$ cat config.mk
export PLATFORM = sky130hd
export DESIGN_NAME = ready_latch
export DESIGN_NICKNAME = d
export VERILOG_FILES = /design/src/ready_pkg.sv /design/src/word_if.sv /design/src/ready_latch.sv /design/src/word_buffer.sv
export SDC_FILE = /design/constraint.sdc
export NUM_CORES = 1
export LEC_CHECK = 0
export ABC_AREA = 1
export BUFFER_PORTS_ARGS = -buffer_cell sky130_fd_sc_hd__clkbuf_2
export CAP_MARGIN = 20
export CORE_AREA = 3 3 162 164
export DETAILED_ROUTE_END_ITERATION = 7
export DIE_AREA = 0 0 165 167
export PLACE_DENSITY = 0.8
export SLEW_MARGIN = 20
export SYNTH_ARGS = -nofsm -noshare
export SYNTH_HDL_FRONTEND = slang
export SYNTH_HIERARCHICAL = 1
export SYNTH_SLANG_ARGS = --single-unit
$ cat constraint.sdc
create_clock -name clk_in -period 3.9 [get_ports clk_in]
set_input_delay 0.195 -clock clk_in [delete_from_list [all_inputs] [get_ports clk_in]]
set_output_delay 0.195 -clock clk_in [all_outputs]
set_load 0.005 [all_outputs]
$ cat src/ready_pkg.sv
// package of constants, state codes and field positions for the ready latch block
// assumes one 20 MHz system clock; the spi front end delivers whole control bytes and words
package ready_pkg;
	localparam int          CHANNELS          = 4;
	localparam int          DATA_W            = 24;
	localparam int          ADDR_W            = 5;
	localparam int          WORD_W            = ADDR_W + DATA_W;
	localparam int          SETTLE_W          = 20;
	localparam int          PULSE_W           = 3;

	// timing
	localparam int          CLK_PERIOD_NS     = 50;
	localparam int          MOD_CLK_PERIOD_NS = 200;
	localparam int          MOD_HALF_CYC      = (MOD_CLK_PERIOD_NS / 2) / CLK_PERIOD_NS;
	localparam int          PHASE_UNIT_NS     = 1000;
	localparam int          PHASE_UNIT_CYC    = PHASE_UNIT_NS / CLK_PERIOD_NS;

	// register addresses
	localparam logic [4:0]  ADDR_RO_LAST      = 5'h07;
	localparam logic [4:0]  ADDR_WR_FIRST     = 5'h08;
	localparam logic [4:0]  ADDR_WR_LAST      = 5'h1f;
	localparam logic [4:0]  ADDR_PHASE        = 5'h0a;
	localparam logic [4:0]  ADDR_STATUS_COMM  = 5'h0b;
	localparam logic [4:0]  ADDR_CONFIG       = 5'h0c;
	localparam logic [4:0]  ADDR_LOCK         = 5'h1f;
	localparam logic [7:0]  LOCK_KEY          = 8'ha5;

	// field positions
	localparam int          PHASE_LSB         = 0;
	localparam int          PHASE_W           = 12;
	localparam int          SC_WRITE_LOOP     = 0;
	localparam int          SC_IDLE_DRIVE     = 1;
	localparam int          SC_LINK           = 2;
	localparam int          CFG_OSR_LSB       = 0;
	localparam int          CFG_PRE_LSB       = 3;
	localparam int          CFG_EXTERNAL_CLOCK_SEL        = 5;
	localparam int          CFG_EXTERNAL_REFERENCE_SEL       = 6;
	localparam int          LOCK_LSB          = 16;

	// reset values
	localparam logic        RST_WRITE_LOOP    = 1'b1;
	localparam logic        RST_IDLE_DRIVE    = 1'b0;
	localparam logic        RST_LINK          = 1'b1;
	localparam logic [2:0]  RST_OSR           = 3'h3;
	localparam logic [1:0]  RST_PRE           = 2'h0;
	localparam logic [7:0]  RST_LOCK          = 8'ha5;

	typedef enum logic [1:0] {
		SESS_IDLE  = 2'b00,
		SESS_WRITE = 2'b01,
		SESS_READ  = 2'b10
	} sess_e;
endpackage : ready_pkg

$ cat src/word_if.sv
// carrier for one address-tagged register write word between buffer and its neighbours
// assumes valid/ready handshake: a word moves on an edge where both are high
`timescale 1ns/1ps
`default_nettype none
interface word_if;
	logic                            valid;
	logic                            ready;
	logic [ready_pkg::WORD_W-1:0]    data;

	modport fill  (output valid, output data, input ready);
	modport take  (input valid, input data, output ready);
endinterface : word_if
`default_nettype wire

$ cat src/ready_latch.sv
// ready pin, two-stage channel result latch and continuous write loop
// assumes the spi front end, converter core and checksum logic all run on clk_in
`timescale 1ns/1ps
`default_nettype none
module ready_latch (
	input  wire logic                         clk_in,
	input  wire logic                         resetn_in,
	// spi front end
	input  wire logic                         cs_n_in,
	input  wire logic                         ctrl_valid_in,
	input  wire logic [ready_pkg::ADDR_W-1:0] ctrl_addr_in,
	input  wire logic                         ctrl_write_in,
	input  wire logic                         wr_valid_in,
	input  wire logic [ready_pkg::DATA_W-1:0] wr_data_in,
	output logic                              wr_ready_out,
	output logic                              sdo_oe_out,
	input  wire logic                         read_start_in,
	input  wire logic [1:0]                   read_chan_in,
	output logic [ready_pkg::DATA_W-1:0]      read_word_out,
	output logic [3:0]                        channel_ready_flags_out,
	// converter core
	input  wire logic                         sample_rate_tick_in,
	input  wire logic [3:0]                   conv_done_in,
	input  wire logic [3:0][ready_pkg::DATA_W-1:0] ch_result_in,
	input  wire logic [15:0]                  settle_cycles_in,
	input  wire logic [3:0]                   soft_reset_in,
	input  wire logic [3:0]                   shutdown_in,
	input  wire logic                         cfg_checksum_flag_in,
	output logic [3:0]                        restart_out,
	output logic [2:0]                        oversampling_ratio_sel_out,
	output logic [1:0]                        clock_prescaler_sel_out,
	output logic                              external_clock_sel_out,
	output logic                              external_reference_sel_out,
	// sample-ready pin
	output logic                              sample_ready_pin_out,
	output logic                              sample_ready_pin_oe_out
);
	// -------------------------------------------------------------------
	// state
	// -------------------------------------------------------------------
	typedef struct packed {
		ready_pkg::sess_e                      sess;
		logic [ready_pkg::ADDR_W-1:0]          ptr;
		logic [ready_pkg::PHASE_W-1:0]         phase;
		logic [2:0]                            osr;
		logic [1:0]                            pre;
		logic                                  external_clock_sel;
		logic                                  external_reference_sel;
		logic                                  write_loop;
		logic                                  idle_drive;
		logic                                  link;
		logic [7:0]                            lock;
		logic                                  reload;
		logic                                  armed;
		logic [ready_pkg::SETTLE_W-1:0]        settle_cnt;
		logic [ready_pkg::PULSE_W-1:0]         pulse_cnt;
		logic                                  pin_out;
		logic                                  pin_oe;
		logic [3:0]                            flags;
		logic [3:0][ready_pkg::DATA_W-1:0]     stage1;
		logic [ready_pkg::DATA_W-1:0]          rd_word;
		logic [3:0]                            restart;
	} state_s;

	state_s st_ff;
	state_s nxt_st;

	word_if wbuf_in ();
	word_if wbuf_out ();

	logic       writable;
	logic       push_ok;
	logic       apply;
	logic [4:0] apply_addr;
	logic [23:0] apply_data;
	logic [3:0] active;
	logic       fire;
	logic [3:0] capture;
	logic       cfg_change;

	word_buffer u_wbuf (
		.clk_in    (clk_in),
		.resetn_in (resetn_in),
		.push      (wbuf_in.take),
		.pop       (wbuf_out.fill)
	);

	// -------------------------------------------------------------------
	// write loop front
	// -------------------------------------------------------------------
	assign writable = (st_ff.ptr >= ready_pkg::ADDR_WR_FIRST) &&
		((st_ff.lock == ready_pkg::LOCK_KEY) || (st_ff.ptr == ready_pkg::ADDR_LOCK));
	assign wbuf_in.valid = wr_valid_in && (st_ff.sess == ready_pkg::SESS_WRITE) && writable;
	assign wbuf_in.data  = {st_ff.ptr, wr_data_in};
	// words aimed at protected addresses are swallowed so the master never hangs
	assign wr_ready_out  = writable ? wbuf_in.ready : 1'b1;
	assign push_ok       = wbuf_in.valid && wbuf_in.ready;
	// no register change while a restart is being issued
	assign wbuf_out.ready = (st_ff.restart == 4'h0);
	assign apply         = wbuf_out.valid && wbuf_out.ready;
	assign apply_addr    = wbuf_out.data[ready_pkg::WORD_W-1:ready_pkg::DATA_W];
	assign apply_data    = wbuf_out.data[ready_pkg::DATA_W-1:0];

	assign active     = ~(soft_reset_in | shutdown_in);
	assign cfg_change = (apply_data[ready_pkg::CFG_OSR_LSB+:3] != st_ff.osr) ||
		(apply_data[ready_pkg::CFG_PRE_LSB+:2] != st_ff.pre) ||
		(apply_data[ready_pkg::CFG_EXTERNAL_CLOCK_SEL] != st_ff.external_clock_sel) ||
		(apply_data[ready_pkg::CFG_EXTERNAL_REFERENCE_SEL] != st_ff.external_reference_sel);

	// pulse start: at settle expiry, then on every sample-rate tick; chip select unused
	assign fire = (active != 4'h0) && (st_ff.restart == 4'h0) && !st_ff.reload &&
		((st_ff.armed && sample_rate_tick_in) || (!st_ff.armed && st_ff.settle_cnt == '0));

	// linked mode takes all active channels at once, else each on its own done
	assign capture = fire ? (st_ff.link ? active : (active & conv_done_in)) : 4'h0;

	// -------------------------------------------------------------------
	// next state
	// -------------------------------------------------------------------
	always_comb begin
		nxt_st         = st_ff;
		nxt_st.restart = 4'h0;

		// session tracking: one control byte per chip-select low
		if (cs_n_in) begin
			nxt_st.sess = ready_pkg::SESS_IDLE;
		end else if (ctrl_valid_in && st_ff.sess == ready_pkg::SESS_IDLE) begin
			nxt_st.sess = ctrl_write_in ? ready_pkg::SESS_WRITE : ready_pkg::SESS_READ;
			nxt_st.ptr  = ctrl_addr_in;
		end else if (push_ok && st_ff.write_loop) begin
			if (st_ff.ptr == ready_pkg::ADDR_WR_LAST) begin
				nxt_st.ptr = ready_pkg::ADDR_WR_FIRST;
			end else begin
				nxt_st.ptr = st_ff.ptr + 5'h01;
			end
		end

		// register update from the buffer
		if (apply) begin
			case (apply_addr)
				ready_pkg::ADDR_PHASE: begin
					nxt_st.phase   = apply_data[ready_pkg::PHASE_LSB+:ready_pkg::PHASE_W];
					nxt_st.restart = active;
				end
				ready_pkg::ADDR_STATUS_COMM: begin
					nxt_st.write_loop = apply_data[ready_pkg::SC_WRITE_LOOP];
					nxt_st.idle_drive = apply_data[ready_pkg::SC_IDLE_DRIVE];
					nxt_st.link       = apply_data[ready_pkg::SC_LINK];
				end
				ready_pkg::ADDR_CONFIG: begin
					nxt_st.osr     = apply_data[ready_pkg::CFG_OSR_LSB+:3];
					nxt_st.pre     = apply_data[ready_pkg::CFG_PRE_LSB+:2];
					nxt_st.external_clock_sel  = apply_data[ready_pkg::CFG_EXTERNAL_CLOCK_SEL];
					nxt_st.external_reference_sel = apply_data[ready_pkg::CFG_EXTERNAL_REFERENCE_SEL];
					if (cfg_change) begin
						nxt_st.restart = active;
					end
				end
				ready_pkg::ADDR_LOCK: begin
					nxt_st.lock = apply_data[ready_pkg::LOCK_LSB+:8];
				end
				default: begin
					nxt_st.lock = st_ff.lock;
				end
			endcase
		end

		// settle timing: first pulse after filter settle plus channel delay
		if (st_ff.reload) begin
			nxt_st.reload     = 1'b0;
			nxt_st.armed      = 1'b0;
			nxt_st.settle_cnt = ready_pkg::SETTLE_W'(settle_cycles_in) +
				ready_pkg::SETTLE_W'(st_ff.phase) *
				ready_pkg::SETTLE_W'(ready_pkg::PHASE_UNIT_CYC);
		end else if (fire) begin
			nxt_st.armed = 1'b1;
		end else if (!st_ff.armed && st_ff.settle_cnt != '0) begin
			nxt_st.settle_cnt = st_ff.settle_cnt - ready_pkg::SETTLE_W'(1);
		end

		// low pulse of half a modulator period
		if (fire) begin
			nxt_st.pulse_cnt = ready_pkg::PULSE_W'(ready_pkg::MOD_HALF_CYC);
		end else if (st_ff.pulse_cnt != '0) begin
			nxt_st.pulse_cnt = st_ff.pulse_cnt - ready_pkg::PULSE_W'(1);
		end

		// second stage: freeze the requested channel at read start
		if (read_start_in) begin
			nxt_st.rd_word              = st_ff.stage1[read_chan_in];
			nxt_st.flags[read_chan_in]  = 1'b1;
		end

		// first stage: capture wins over a read setting the flag
		for (int ch = 0; ch < ready_pkg::CHANNELS; ch++) begin
			if (capture[ch]) begin
				nxt_st.stage1[ch] = ch_result_in[ch];
				nxt_st.flags[ch]  = 1'b0;
			end
		end

		// restart: reload settle, clear results of restarted channels
		if (st_ff.restart != 4'h0) begin
			nxt_st.reload    = 1'b1;
			nxt_st.armed     = 1'b0;
			// a pulse already on the pin runs to its full width
			for (int ch = 0; ch < ready_pkg::CHANNELS; ch++) begin
				if (st_ff.restart[ch]) begin
					nxt_st.stage1[ch] = '0;
					nxt_st.flags[ch]  = 1'b1;
				end
			end
		end

		// pin drive
		if (cfg_checksum_flag_in) begin
			nxt_st.pin_out = 1'b0;
			nxt_st.pin_oe  = 1'b1;
		end else if (nxt_st.pulse_cnt != '0) begin
			nxt_st.pin_out = 1'b0;
			nxt_st.pin_oe  = 1'b1;
		end else begin
			nxt_st.pin_out = 1'b1;
			nxt_st.pin_oe  = nxt_st.idle_drive;
		end
	end

	// -------------------------------------------------------------------
	// registers
	// -------------------------------------------------------------------
	always_ff @(posedge clk_in or negedge resetn_in) begin
		if (!resetn_in) begin
			st_ff            <= '0;
			st_ff.sess       <= ready_pkg::SESS_IDLE;
			st_ff.osr        <= ready_pkg::RST_OSR;
			st_ff.pre        <= ready_pkg::RST_PRE;
			st_ff.write_loop <= ready_pkg::RST_WRITE_LOOP;
			st_ff.idle_drive <= ready_pkg::RST_IDLE_DRIVE;
			st_ff.link       <= ready_pkg::RST_LINK;
			st_ff.lock       <= ready_pkg::RST_LOCK;
			st_ff.reload     <= 1'b1;
			st_ff.flags      <= 4'hf;
			st_ff.pin_out    <= 1'b1;
			st_ff.pin_oe     <= 1'b0;
		end else begin
			st_ff <= nxt_st;
		end
	end

	// -------------------------------------------------------------------
	// outputs
	// -------------------------------------------------------------------
	assign sdo_oe_out                 = (st_ff.sess == ready_pkg::SESS_READ);
	assign read_word_out              = st_ff.rd_word;
	assign channel_ready_flags_out    = st_ff.flags;
	assign restart_out                = st_ff.restart;
	assign oversampling_ratio_sel_out = st_ff.osr;
	assign clock_prescaler_sel_out    = st_ff.pre;
	assign external_clock_sel_out     = st_ff.external_clock_sel;
	assign external_reference_sel_out = st_ff.external_reference_sel;
	assign sample_ready_pin_out       = st_ff.pin_out;
	assign sample_ready_pin_oe_out    = st_ff.pin_oe;

	// -------------------------------------------------------------------
	// checks
	// -------------------------------------------------------------------
	ptr_static_a : assert property (@(posedge clk_in) disable iff (!resetn_in)
		(push_ok && !st_ff.write_loop && !cs_n_in && !ctrl_valid_in) |=> $stable(st_ff.ptr))
		else $error("pointer moved in static write loop");

	ptr_wrap_a : assert property (@(posedge clk_in) disable iff (!resetn_in)
		(push_ok && st_ff.write_loop && !cs_n_in && !ctrl_valid_in &&
		st_ff.ptr == ready_pkg::ADDR_WR_LAST) |=> (st_ff.ptr == ready_pkg::ADDR_WR_FIRST))
		else $error("pointer did not wrap to first writable address");

	sdo_float_a : assert property (@(posedge clk_in) disable iff (!resetn_in)
		(st_ff.sess == ready_pkg::SESS_WRITE) |-> !sdo_oe_out)
		else $error("serial output driven during write loop");

	readonly_hold_a : assert property (@(posedge clk_in) disable iff (!resetn_in)
		(st_ff.sess == ready_pkg::SESS_WRITE && wr_valid_in && !cs_n_in &&
		st_ff.ptr <= ready_pkg::ADDR_RO_LAST) |=> $stable(st_ff.ptr) && !$past(push_ok))
		else $error("read-only write advanced pointer");

	lock_gate_a : assert property (@(posedge clk_in) disable iff (!resetn_in)
		(push_ok && st_ff.lock != ready_pkg::LOCK_KEY) |-> (st_ff.ptr == ready_pkg::ADDR_LOCK))
		else $error("write accepted while locked");

	phase_restart_a : assert property (@(posedge clk_in) disable iff (!resetn_in)
		(apply && apply_addr == ready_pkg::ADDR_PHASE) |=> (restart_out == $past(active)))
		else $error("delay write did not restart converters");

	restart_clear_a : assert property (@(posedge clk_in) disable iff (!resetn_in)
		restart_out[0] |=> (st_ff.stage1[0] == '0) && st_ff.reload)
		else $error("restart did not clear result or resume");

	pulse_width_a : assert property (@(posedge clk_in) disable iff (!resetn_in)
		(fire && !cfg_checksum_flag_in) |=> (!sample_ready_pin_out && sample_ready_pin_oe_out)[*2]
		##1 (sample_ready_pin_out || $past(cfg_checksum_flag_in) || $past(fire)))
		else $error("ready pulse width wrong");

	idle_drive_a : assert property (@(posedge clk_in) disable iff (!resetn_in)
		sample_ready_pin_out |-> (sample_ready_pin_oe_out == st_ff.idle_drive))
		else $error("idle ready pin drive wrong");

	checksum_low_a : assert property (@(posedge clk_in) disable iff (!resetn_in)
		cfg_checksum_flag_in |=> (sample_ready_pin_oe_out && !sample_ready_pin_out))
		else $error("ready pin not held low on checksum flag");

	link_capture_a : assert property (@(posedge clk_in) disable iff (!resetn_in)
		(fire && st_ff.link && active[2] && st_ff.restart == 4'h0)
		|=> (st_ff.stage1[2] == $past(ch_result_in[2])) && !channel_ready_flags_out[2])
		else $error("linked capture missed a channel");

	read_freeze_a : assert property (@(posedge clk_in) disable iff (!resetn_in)
		read_start_in |=> (read_word_out == $past(st_ff.stage1[read_chan_in])))
		else $error("read start did not freeze channel result");
endmodule : ready_latch
`default_nettype wire

$ cat src/word_buffer.sv
// two-entry buffer for register write words
// assumes the drain side may stall at any time; nothing is lost while it does
`timescale 1ns/1ps
`default_nettype none
module word_buffer (
	input  wire logic clk_in,
	input  wire logic resetn_in,
	word_if.take      push,
	word_if.fill      pop
);
	typedef struct packed {
		logic [1:0][ready_pkg::WORD_W-1:0] slot;
		logic                              wr;
		logic                              rd;
		logic [1:0]                        count;
	} buf_s;

	buf_s st_ff;
	buf_s nxt_st;
	logic do_push;
	logic do_pop;

	assign push.ready = (st_ff.count != 2'h2);
	assign pop.valid  = (st_ff.count != 2'h0);
	assign pop.data   = st_ff.slot[st_ff.rd];
	assign do_push    = push.valid && push.ready;
	assign do_pop     = pop.valid && pop.ready;

	always_comb begin
		nxt_st = st_ff;
		if (do_push) begin
			nxt_st.slot[st_ff.wr] = push.data;
			nxt_st.wr             = ~st_ff.wr;
		end
		if (do_pop) begin
			nxt_st.rd = ~st_ff.rd;
		end
		if (do_push && !do_pop) begin
			nxt_st.count = st_ff.count + 2'h1;
		end else if (!do_push && do_pop) begin
			nxt_st.count = st_ff.count - 2'h1;
		end
	end

	always_ff @(posedge clk_in or negedge resetn_in) begin
		if (!resetn_in) begin
			st_ff <= '0;
		end else begin
			st_ff <= nxt_st;
		end
	end

	no_overflow_a : assert property (@(posedge clk_in) disable iff (!resetn_in)
		(st_ff.count == 2'h2 && !do_pop) |=> (st_ff.count == 2'h2))
		else $error("buffer lost its fill level");
endmodule : word_buffer
`default_nettype wire

Word-level counts from Yosys, hierarchy flattened
Index checks and enable logic that the tools add are counted.
Cells by class
  add/sub/neg operators: 6
  $mul: 1
  order comparisons: 6
  equal/unequal tests: 14
  multiplexer cells: 53
  bitwise operators: 7
  reductions and logical operators: 46
Operators by type and width (number)
  24-bit two-way mux: 9
  100-bit two-way mux: 1
  29-bit two-way mux: 3
  58-bit bitwise mux: 1
  24-bit binary-select mux with 2-bit select: 1
  20-bit two-way mux: 2
  29-bit demux with 1-bit select: 1
  21-bit two-way mux: 1
  20-bit zero test: 1
  4-bit two-way mux: 5
  20-bit nonzero test: 1
  20-bit by 1-bit subtractor with 20-bit output, second input constant: 1
  16-bit by 17-bit adder with 18-bit output: 1
  2-bit two-way mux: 9
  1-bit logical AND: 17
  5-bit by 4-bit == test with 1-bit output, second input constant: 3
  12-bit by 3-bit multiplier with 15-bit output, second input constant: 1
  5-bit two-way mux: 3
  2-bit AND reduction: 6
  1-bit two-way mux: 11
  5-bit == test, second input constant: 2
  10-bit two-way mux: 1
  2-bit nonzero test: 5
  3-bit nonzero test: 3
  other kinds (29): 44
Word-level totals
  register bits after elaboration: 254
  input port bits: 164
  output and inout port bits: 43
  word-level logic and storage cells: 162

Longest topological paths before layout
Gate-level depths: netlist (run 1).
  depth after elaboration: 10
  gate-level depth with buffers: 22
  depth with buffers taken out: 22

By module
The synthesis (run 1) kept the hierarchy.
By module, submodules not included
  ready_latch: times used 1, cells each 1579, area each 11357.1 sq um
  word_buffer: times used 1, cells each 380, area each 2952.8 sq um

Worst setup path before layout (run 1)
No wires, ideal clock.
  path kind: register to register
  start: reg, netlist name st_ff[174]
  end: reg, netlist name st_ff[149]
  setup time: 0.077 ns
  arrival time: 2.732 ns
  data required time: 3.823 ns
  path slack: 1.091 ns
  stages on the path, launching flop included: 18
  cells stage by stage: dfrtp_1 ha_1 ha_1 fa_1 a21oi_1 o211ai_1 nand2_1 inv_1 ha_1 nand2_1 nor2_1 and2_1 nand2_1 nand2_1 nand2_1 nand2_1 nand2_1 a21oi_1

==> results.sh, run 1 <==
export IMPL_status="finished clean"
export IMPL_clk_latency_ns=0.53
export IMPL_yosysWarnings=6
export IMPL_setup_viol_count_final=0
export IMPL_p_comb_share_pct=23.6
export IMPL_cts_tree="built"
export IMPL_maxCapViolations=0
export IMPL_cts_max_level=1
export IMPL_seq_power_share_pct=42.3
export IMPL_netSwitchingPower_uw=2510
export IMPL_first_pass_iters=6
export IMPL_path_clk_slew_ns=0.06
export IMPL_cts_buffer_depth=3
export IMPL_post_cts_setup_buffers=0
export IMPL_critPathCaptureType="register"
export IMPL_cp_arrival_ns=3.61
export IMPL_syn_area_um2=14000
export IMPL_rsz0062_at_grt="no"
export IMPL_die_w_um=165
export IMPL_place_gp_congestion=0.915
export IMPL_die_area_um2=27600
export IMPL_synthCells=1915
export IMPL_route_detailed_drc=0
export IMPL_placed_area_um2=14800
export IMPL_hold_class="primary input to register"
export IMPL_grt_pass1_vias=13000
export IMPL_dp_slack_ns=0.768
export IMPL_ctsRootBufferMaster="clkbuf_16"
export IMPL_post_route_cells_drive_above_1_share_pct=14.4
export IMPL_post_cts_resized=0
export IMPL_wl_per_cell_um=15.6
export IMPL_drv_slew=0
export IMPL_start_kind="register"
export IMPL_swShare_pct=31.5
export IMPL_post_synth_cell_area_avg_um2=7.29
export IMPL_power_density_nw_per_um2=465
export IMPL_fmax_ghz=0.316
export IMPL_ant_nets=0
export IMPL_track_usage_pct=28.2
export IMPL_fin_area_um2=17100
export IMPL_pwr_share_clk_pct=34.1
export IMPL_fin_crit_sh_pct=81.1
export IMPL_p_leak_uw=0.00969
export IMPL_fin_skew_ns=0.00743
export IMPL_cts_sinks=246
export IMPL_port_buffers=202
export IMPL_grt_overflow=0
export IMPL_synth_net_count=2123
export IMPL_fin_setup_tns_ns=0
export IMPL_area_growth_synth_to_final_pct=22.7
export IMPL_core_um2=25000
export IMPL_slew_headroom_pct=33.5
export IMPL_worstMarginPinSlew_ns=0.998
export IMPL_grt_pass1_wl_mm=63.4
export IMPL_ir_worst_vdd_uv=351
export IMPL_insertedDiodeCount=0
export IMPL_die_h_um=167
export IMPL_required_ns=4.35
export IMPL_drtIter0Drc=1125
export IMPL_fin_util_pct=68.4
export IMPL_num_vias=13400
export IMPL_antenna_found_initial=0
export IMPL_ioPinCount=207
export IMPL_start_util_pct=55.7
export IMPL_fin_ws_ns=0.737
export IMPL_row_count=58
export IMPL_worstPathMaxFanout=5
export IMPL_numCtsBuffers=28
export IMPL_fillCellCount=1974
export IMPL_grt_max_degree=117
export IMPL_fin_crit_ns=3.16
export IMPL_dpl_hpwl_mm=25.1
export IMPL_routed_wl_mm=39.3
export IMPL_vias_per_cell=5.31
export IMPL_critPathKind="register to register"
export IMPL_final_nets=2380
export IMPL_finalHoldViolCount=0
export IMPL_intPower_uw=5450
[per-layer routing]
layer / GRT usage [%] / share of wire, %
met5: 0 / 0
met4: 12.5 / 4.4
met3: 4.68 / 6.4
met2: 47.7 / 49
met1: 35.4 / 40
[flip-flops by register name, summed over array words and instances (netlist names)]
name	flops
external_reference_sel_out	1
sample_ready_pin_out	1
oversampling_ratio_sel_out	3
external_clock_sel_out	1
clock_prescaler_sel_out	2
u_wbuf/st_ff	54
st_ff	151
read_word_out	24
restart_out	4
sample_ready_pin_oe_out	1
channel_ready_flags_out	4
[placed cells by master, fill, tap and decap left out, types with 19 or more instances in the layout]
cell type / n
a21oi_1: 80
a31oi_1: 29
buf_4: 19
clkbuf_16: 29
clkbuf_2: 201
dfrtp_1: 232
dlygate4sd3_1: 131
ha_1: 42
inv_1: 197
nand2_1: 592
nand3_1: 50
nand4_1: 60
nor2_1: 300
o21ai_0: 97
[repair_timing]
item / 4_1_cts / 5_1_grt
endpoints found under the setup margin: 0 / 0
hold endpoints to repair: 253 / 0
hold buffers: 131 / 0
[stage by stage]
stage,power [uW],hold WS (ns),cells
after floorplan,4620,-0.101,1915
after global placement,5020,0.337,2341
after detailed placement,5110,0.337,2341
after CTS,7940,0.00177,2523
after global routing,8440,0.0163,2523
final,7960,0.0326,2523
[power by group through the flow]
stage	Combinational [uW]	Clock, uW	Sequential [uW]
3_5_place_dp	1720	0	3390
2_1_floorplan	1330	0	3290
3_3_place_gp	1660	0	3360
5_1_grt	2160	2870	3410
4_1_cts	1850	2750	3350
6_report	1880	2710	3370
[worst max-delay path, cell delays in order, from the launching register on]
cell	delay [ns]
dfrtp_1	0.41
ha_1	0.31
ha_1	0.23
fa_1	0.45
a21oi_1	0.26
xnor2_1	0.10
ha_1	0.39
nand2_1	0.12
nor2_1	0.21
and2_1	0.16
nand2_1	0.06
nand2_1	0.07
nand2_1	0.04
nand2_1	0.07
nand2_1	0.07
a21oi_1	0.14
[final timing paths]
kind | start | endpoint | slack (ns) | cells after the start
max | st_ff[174] | st_ff[149] | 0.74 | 15
min | soft_reset_in[0] | restart_out[0] | 0.03 | 3
max reg2reg | st_ff[174] | st_ff[149] | 0.74 | 15
min reg2reg | u_wbuf/st_ff[31] | u_wbuf/st_ff[31] | 0.47 | 2
max in group asynchronous | resetn_in | st_ff[165] | 2.48 | 3
min in group asynchronous | resetn_in | st_ff[135] | 0.30 | 2
[final cells by class]
class,instances,area [um2],area share (%)
Multi-Input combinational cell,1338,6320,36.9
Inverter,206,773,4.52
Timing Repair Buffer,352,2470,14.5
Sequential cell,246,6170,36.0
Tap cell,330,413,2.41
Clock inverter,9,126,0.738
Clock buffer,42,845,4.93
No activity file was read; power rests on OpenSTA's default activity.
==> run 2, diff against run 1 <==
==> constraint.sdc (replaced) <==
create_clock -name clk_in -period 3.1 [get_ports clk_in]
set_input_delay 0.155 -clock clk_in [delete_from_list [all_inputs] [get_ports clk_in]]
set_output_delay 0.155 -clock clk_in [all_outputs]
set_load 0.005 [all_outputs]
==> run 2 against run 1 <==
Against the previous run: core utilization increased by 2.3 points; hold slack improved by 0.093 ns; die area unchanged; sequential share of layout area decreased by 1.1 points; largest power group unchanged; largest cell class unchanged; clock-buffer cell count increased by 2; clock power increased by 21%; critical path type unchanged.
==> results.sh, run 2 (synthesized netlist as in run 1, its figures left out) <==
export IMPL_final_nets=2411
export IMPL_fin_skew_ns=0.00813
export IMPL_num_vias=13800
export IMPL_start_kind="register"
export IMPL_wl_per_cell_um=16.5
export IMPL_grt_pass1_wl_mm=65.3
export IMPL_die_w_um=165
export IMPL_grt_max_degree=78
export IMPL_cts_max_level=1
export IMPL_place_gp_congestion=0.902
export IMPL_first_pass_iters=6
export IMPL_slew_headroom_pct=49.5
export IMPL_p_leak_uw=0.00976
export IMPL_numCtsBuffers=28
export IMPL_cp_arrival_ns=3.52
export IMPL_ctsRootBufferMaster="clkbuf_16"
export IMPL_stdcell_count=2554
export IMPL_rsz0062_at_grt="yes"
export IMPL_routed_wl_mm=42.2
export IMPL_post_route_cells_drive_above_1_share_pct=17.5
export IMPL_worstPathMaxFanout=4
export IMPL_critPathKind="register to register"
export IMPL_ioPinCount=207
export IMPL_maxCapViolations=0
export IMPL_layout_common_cells="nand2_1, nor2_1, dfrtp_1"
export IMPL_finalHoldViolCount=0
export IMPL_clk_latency_ns=0.54
export IMPL_track_usage_pct=29.0
export IMPL_largest_reg_flops=151
export IMPL_power_density_nw_per_um2=561
export IMPL_fin_crit_sh_pct=98.6
export IMPL_start_util_pct=55.7
export IMPL_fin_crit_ns=3.06
export IMPL_crit_family="adder cells"
export IMPL_status="finished clean"
export IMPL_core_um2=25000
export IMPL_wl_met3_mm=2.59
export IMPL_ir_worst_vdd_uv=516
export IMPL_dp_cells=2352
export IMPL_die_h_um=167
export IMPL_port_buffers=202
export IMPL_insertedDiodeCount=0
export IMPL_setup_viol_count_final=0
export IMPL_dpl_hpwl_mm=25.8
export IMPL_grt_pass1_vias=13300
export IMPL_top_layer="met4"
export IMPL_area_growth_synth_to_final_pct=26.8
export IMPL_die_area_um2=27600
export IMPL_placed_area_um2=14900
export IMPL_multiInputGateArea_um2=6670
export IMPL_top_register="st_ff"
export IMPL_crit_slowest_cell="dfrtp_1"
export IMPL_vias_per_cell=5.39
export IMPL_crit_path_frequent_cell="nand2_1"
export IMPL_grt_overflow=0
export IMPL_cts_buffer_depth=3
export IMPL_cts_sinks=246
export IMPL_route_detailed_drc=0
export IMPL_hold_class="primary input to register"
export IMPL_ant_nets=0
export IMPL_critPathCaptureType="register"
export IMPL_final_common_cell="nand2_1"
export IMPL_row_count=58
export IMPL_antenna_found_initial=0
export IMPL_fin_area_um2=17700
export IMPL_wl_met1_mm=16.3
export IMPL_critPathMaxStageDelay_ns=0.43
export IMPL_path_cells="ha_1 > ha_4 > nand2_1 > nor2_1 > nand3_2 > o2111ai_2 > xor2_1 > ha_1 > nand2_2 > inv_1 > nand2_1 > nand2_1 > a21oi_2 > nand3_1 > nand2_1 > nand2_1 > a21oi_2"
export IMPL_worst_path_buf_inv=1
export IMPL_fmax_ghz=0.327
export IMPL_register_area_um2=6180
export IMPL_worstMarginPinSlew_ns=0.755
export IMPL_drtIter0Drc=1197
export IMPL_cts_tree="built"
export IMPL_required_ns=3.56
export IMPL_drv_slew=0
export IMPL_met2_length_mm=21.2
export IMPL_path_clk_slew_ns=0.06
export IMPL_fillCellCount=1866
==> run 2: repair_timing <==
action | 4_1_cts | 5_1_grt
endpoints found under the setup margin | 1 | 9
hold buffers | 137 | 0
hold endpoints to repair | 219 | 0
pin swaps | 1 | 21
setup buffers | 1 | 13
resized for setup | 3 | 61
==> run 2: cell type report <==
type	count	area share, %
clock buffers	44	4.76
clock inverters	7	0.410
inverters	206	4.37
multi-input cells	1338	37.7
flip-flops and latches	246	34.9
well taps	330	2.33
repair buffers	383	15.5
==> run 2: final timing paths <==
path                                          start                to  slack, ns  cells past startpoint
min in group asynchronous                 resetn_in        st_ff[135]       0.15                      2
worst min register to register     u_wbuf/st_ff[41]  u_wbuf/st_ff[41]       0.47                      2
max in group asynchronous                 resetn_in        st_ff[178]       1.93                      3
worst min-delay path            settle_cycles_in[2]        st_ff[135]       0.13                      4
worst max-delay path                     st_ff[181]        st_ff[149]       0.04                     17
worst max register to register           st_ff[181]        st_ff[149]       0.04                     17
==> run 2: power breakdown <==
group          internal [uW]  total [uW]  switching [uW]
sequential              3830        4240             407
clock                   1940        3280            1330
combinational            919        2410            1490
total                   6690        9920            3230
==> run 2: stage by stage <==
stage	TNS [ns]	setup WS, ns	util (%)	hold slack [ns]	total power, uW
finish	0	0.0448	70.7	0.126	9920
global route	-0.456	-0.0881	70.7	0.154	10500
CTS	0	0.0353	68.9	0.108	9870
detailed placement	-0.0256	-0.0256	59.7	0.159	6440
global placement	0	0.0633	59.7	0.151	6330
floorplan	0	0.291	-	-0.141	5810
==> run 2: worst min-delay path: stages <==
cell and delay (ns):
clkbuf_2 0.09, ha_1 0.15, nand2_1 0.07, a31oi_1 0.15
==> run 2: layer usage <==
layer	GRT usage [%]	up-vias
met5	0	-
met4	12.3	0
met3	4.80	144
met2	49.5	556
met1	36.1	6501
li1	-	6561
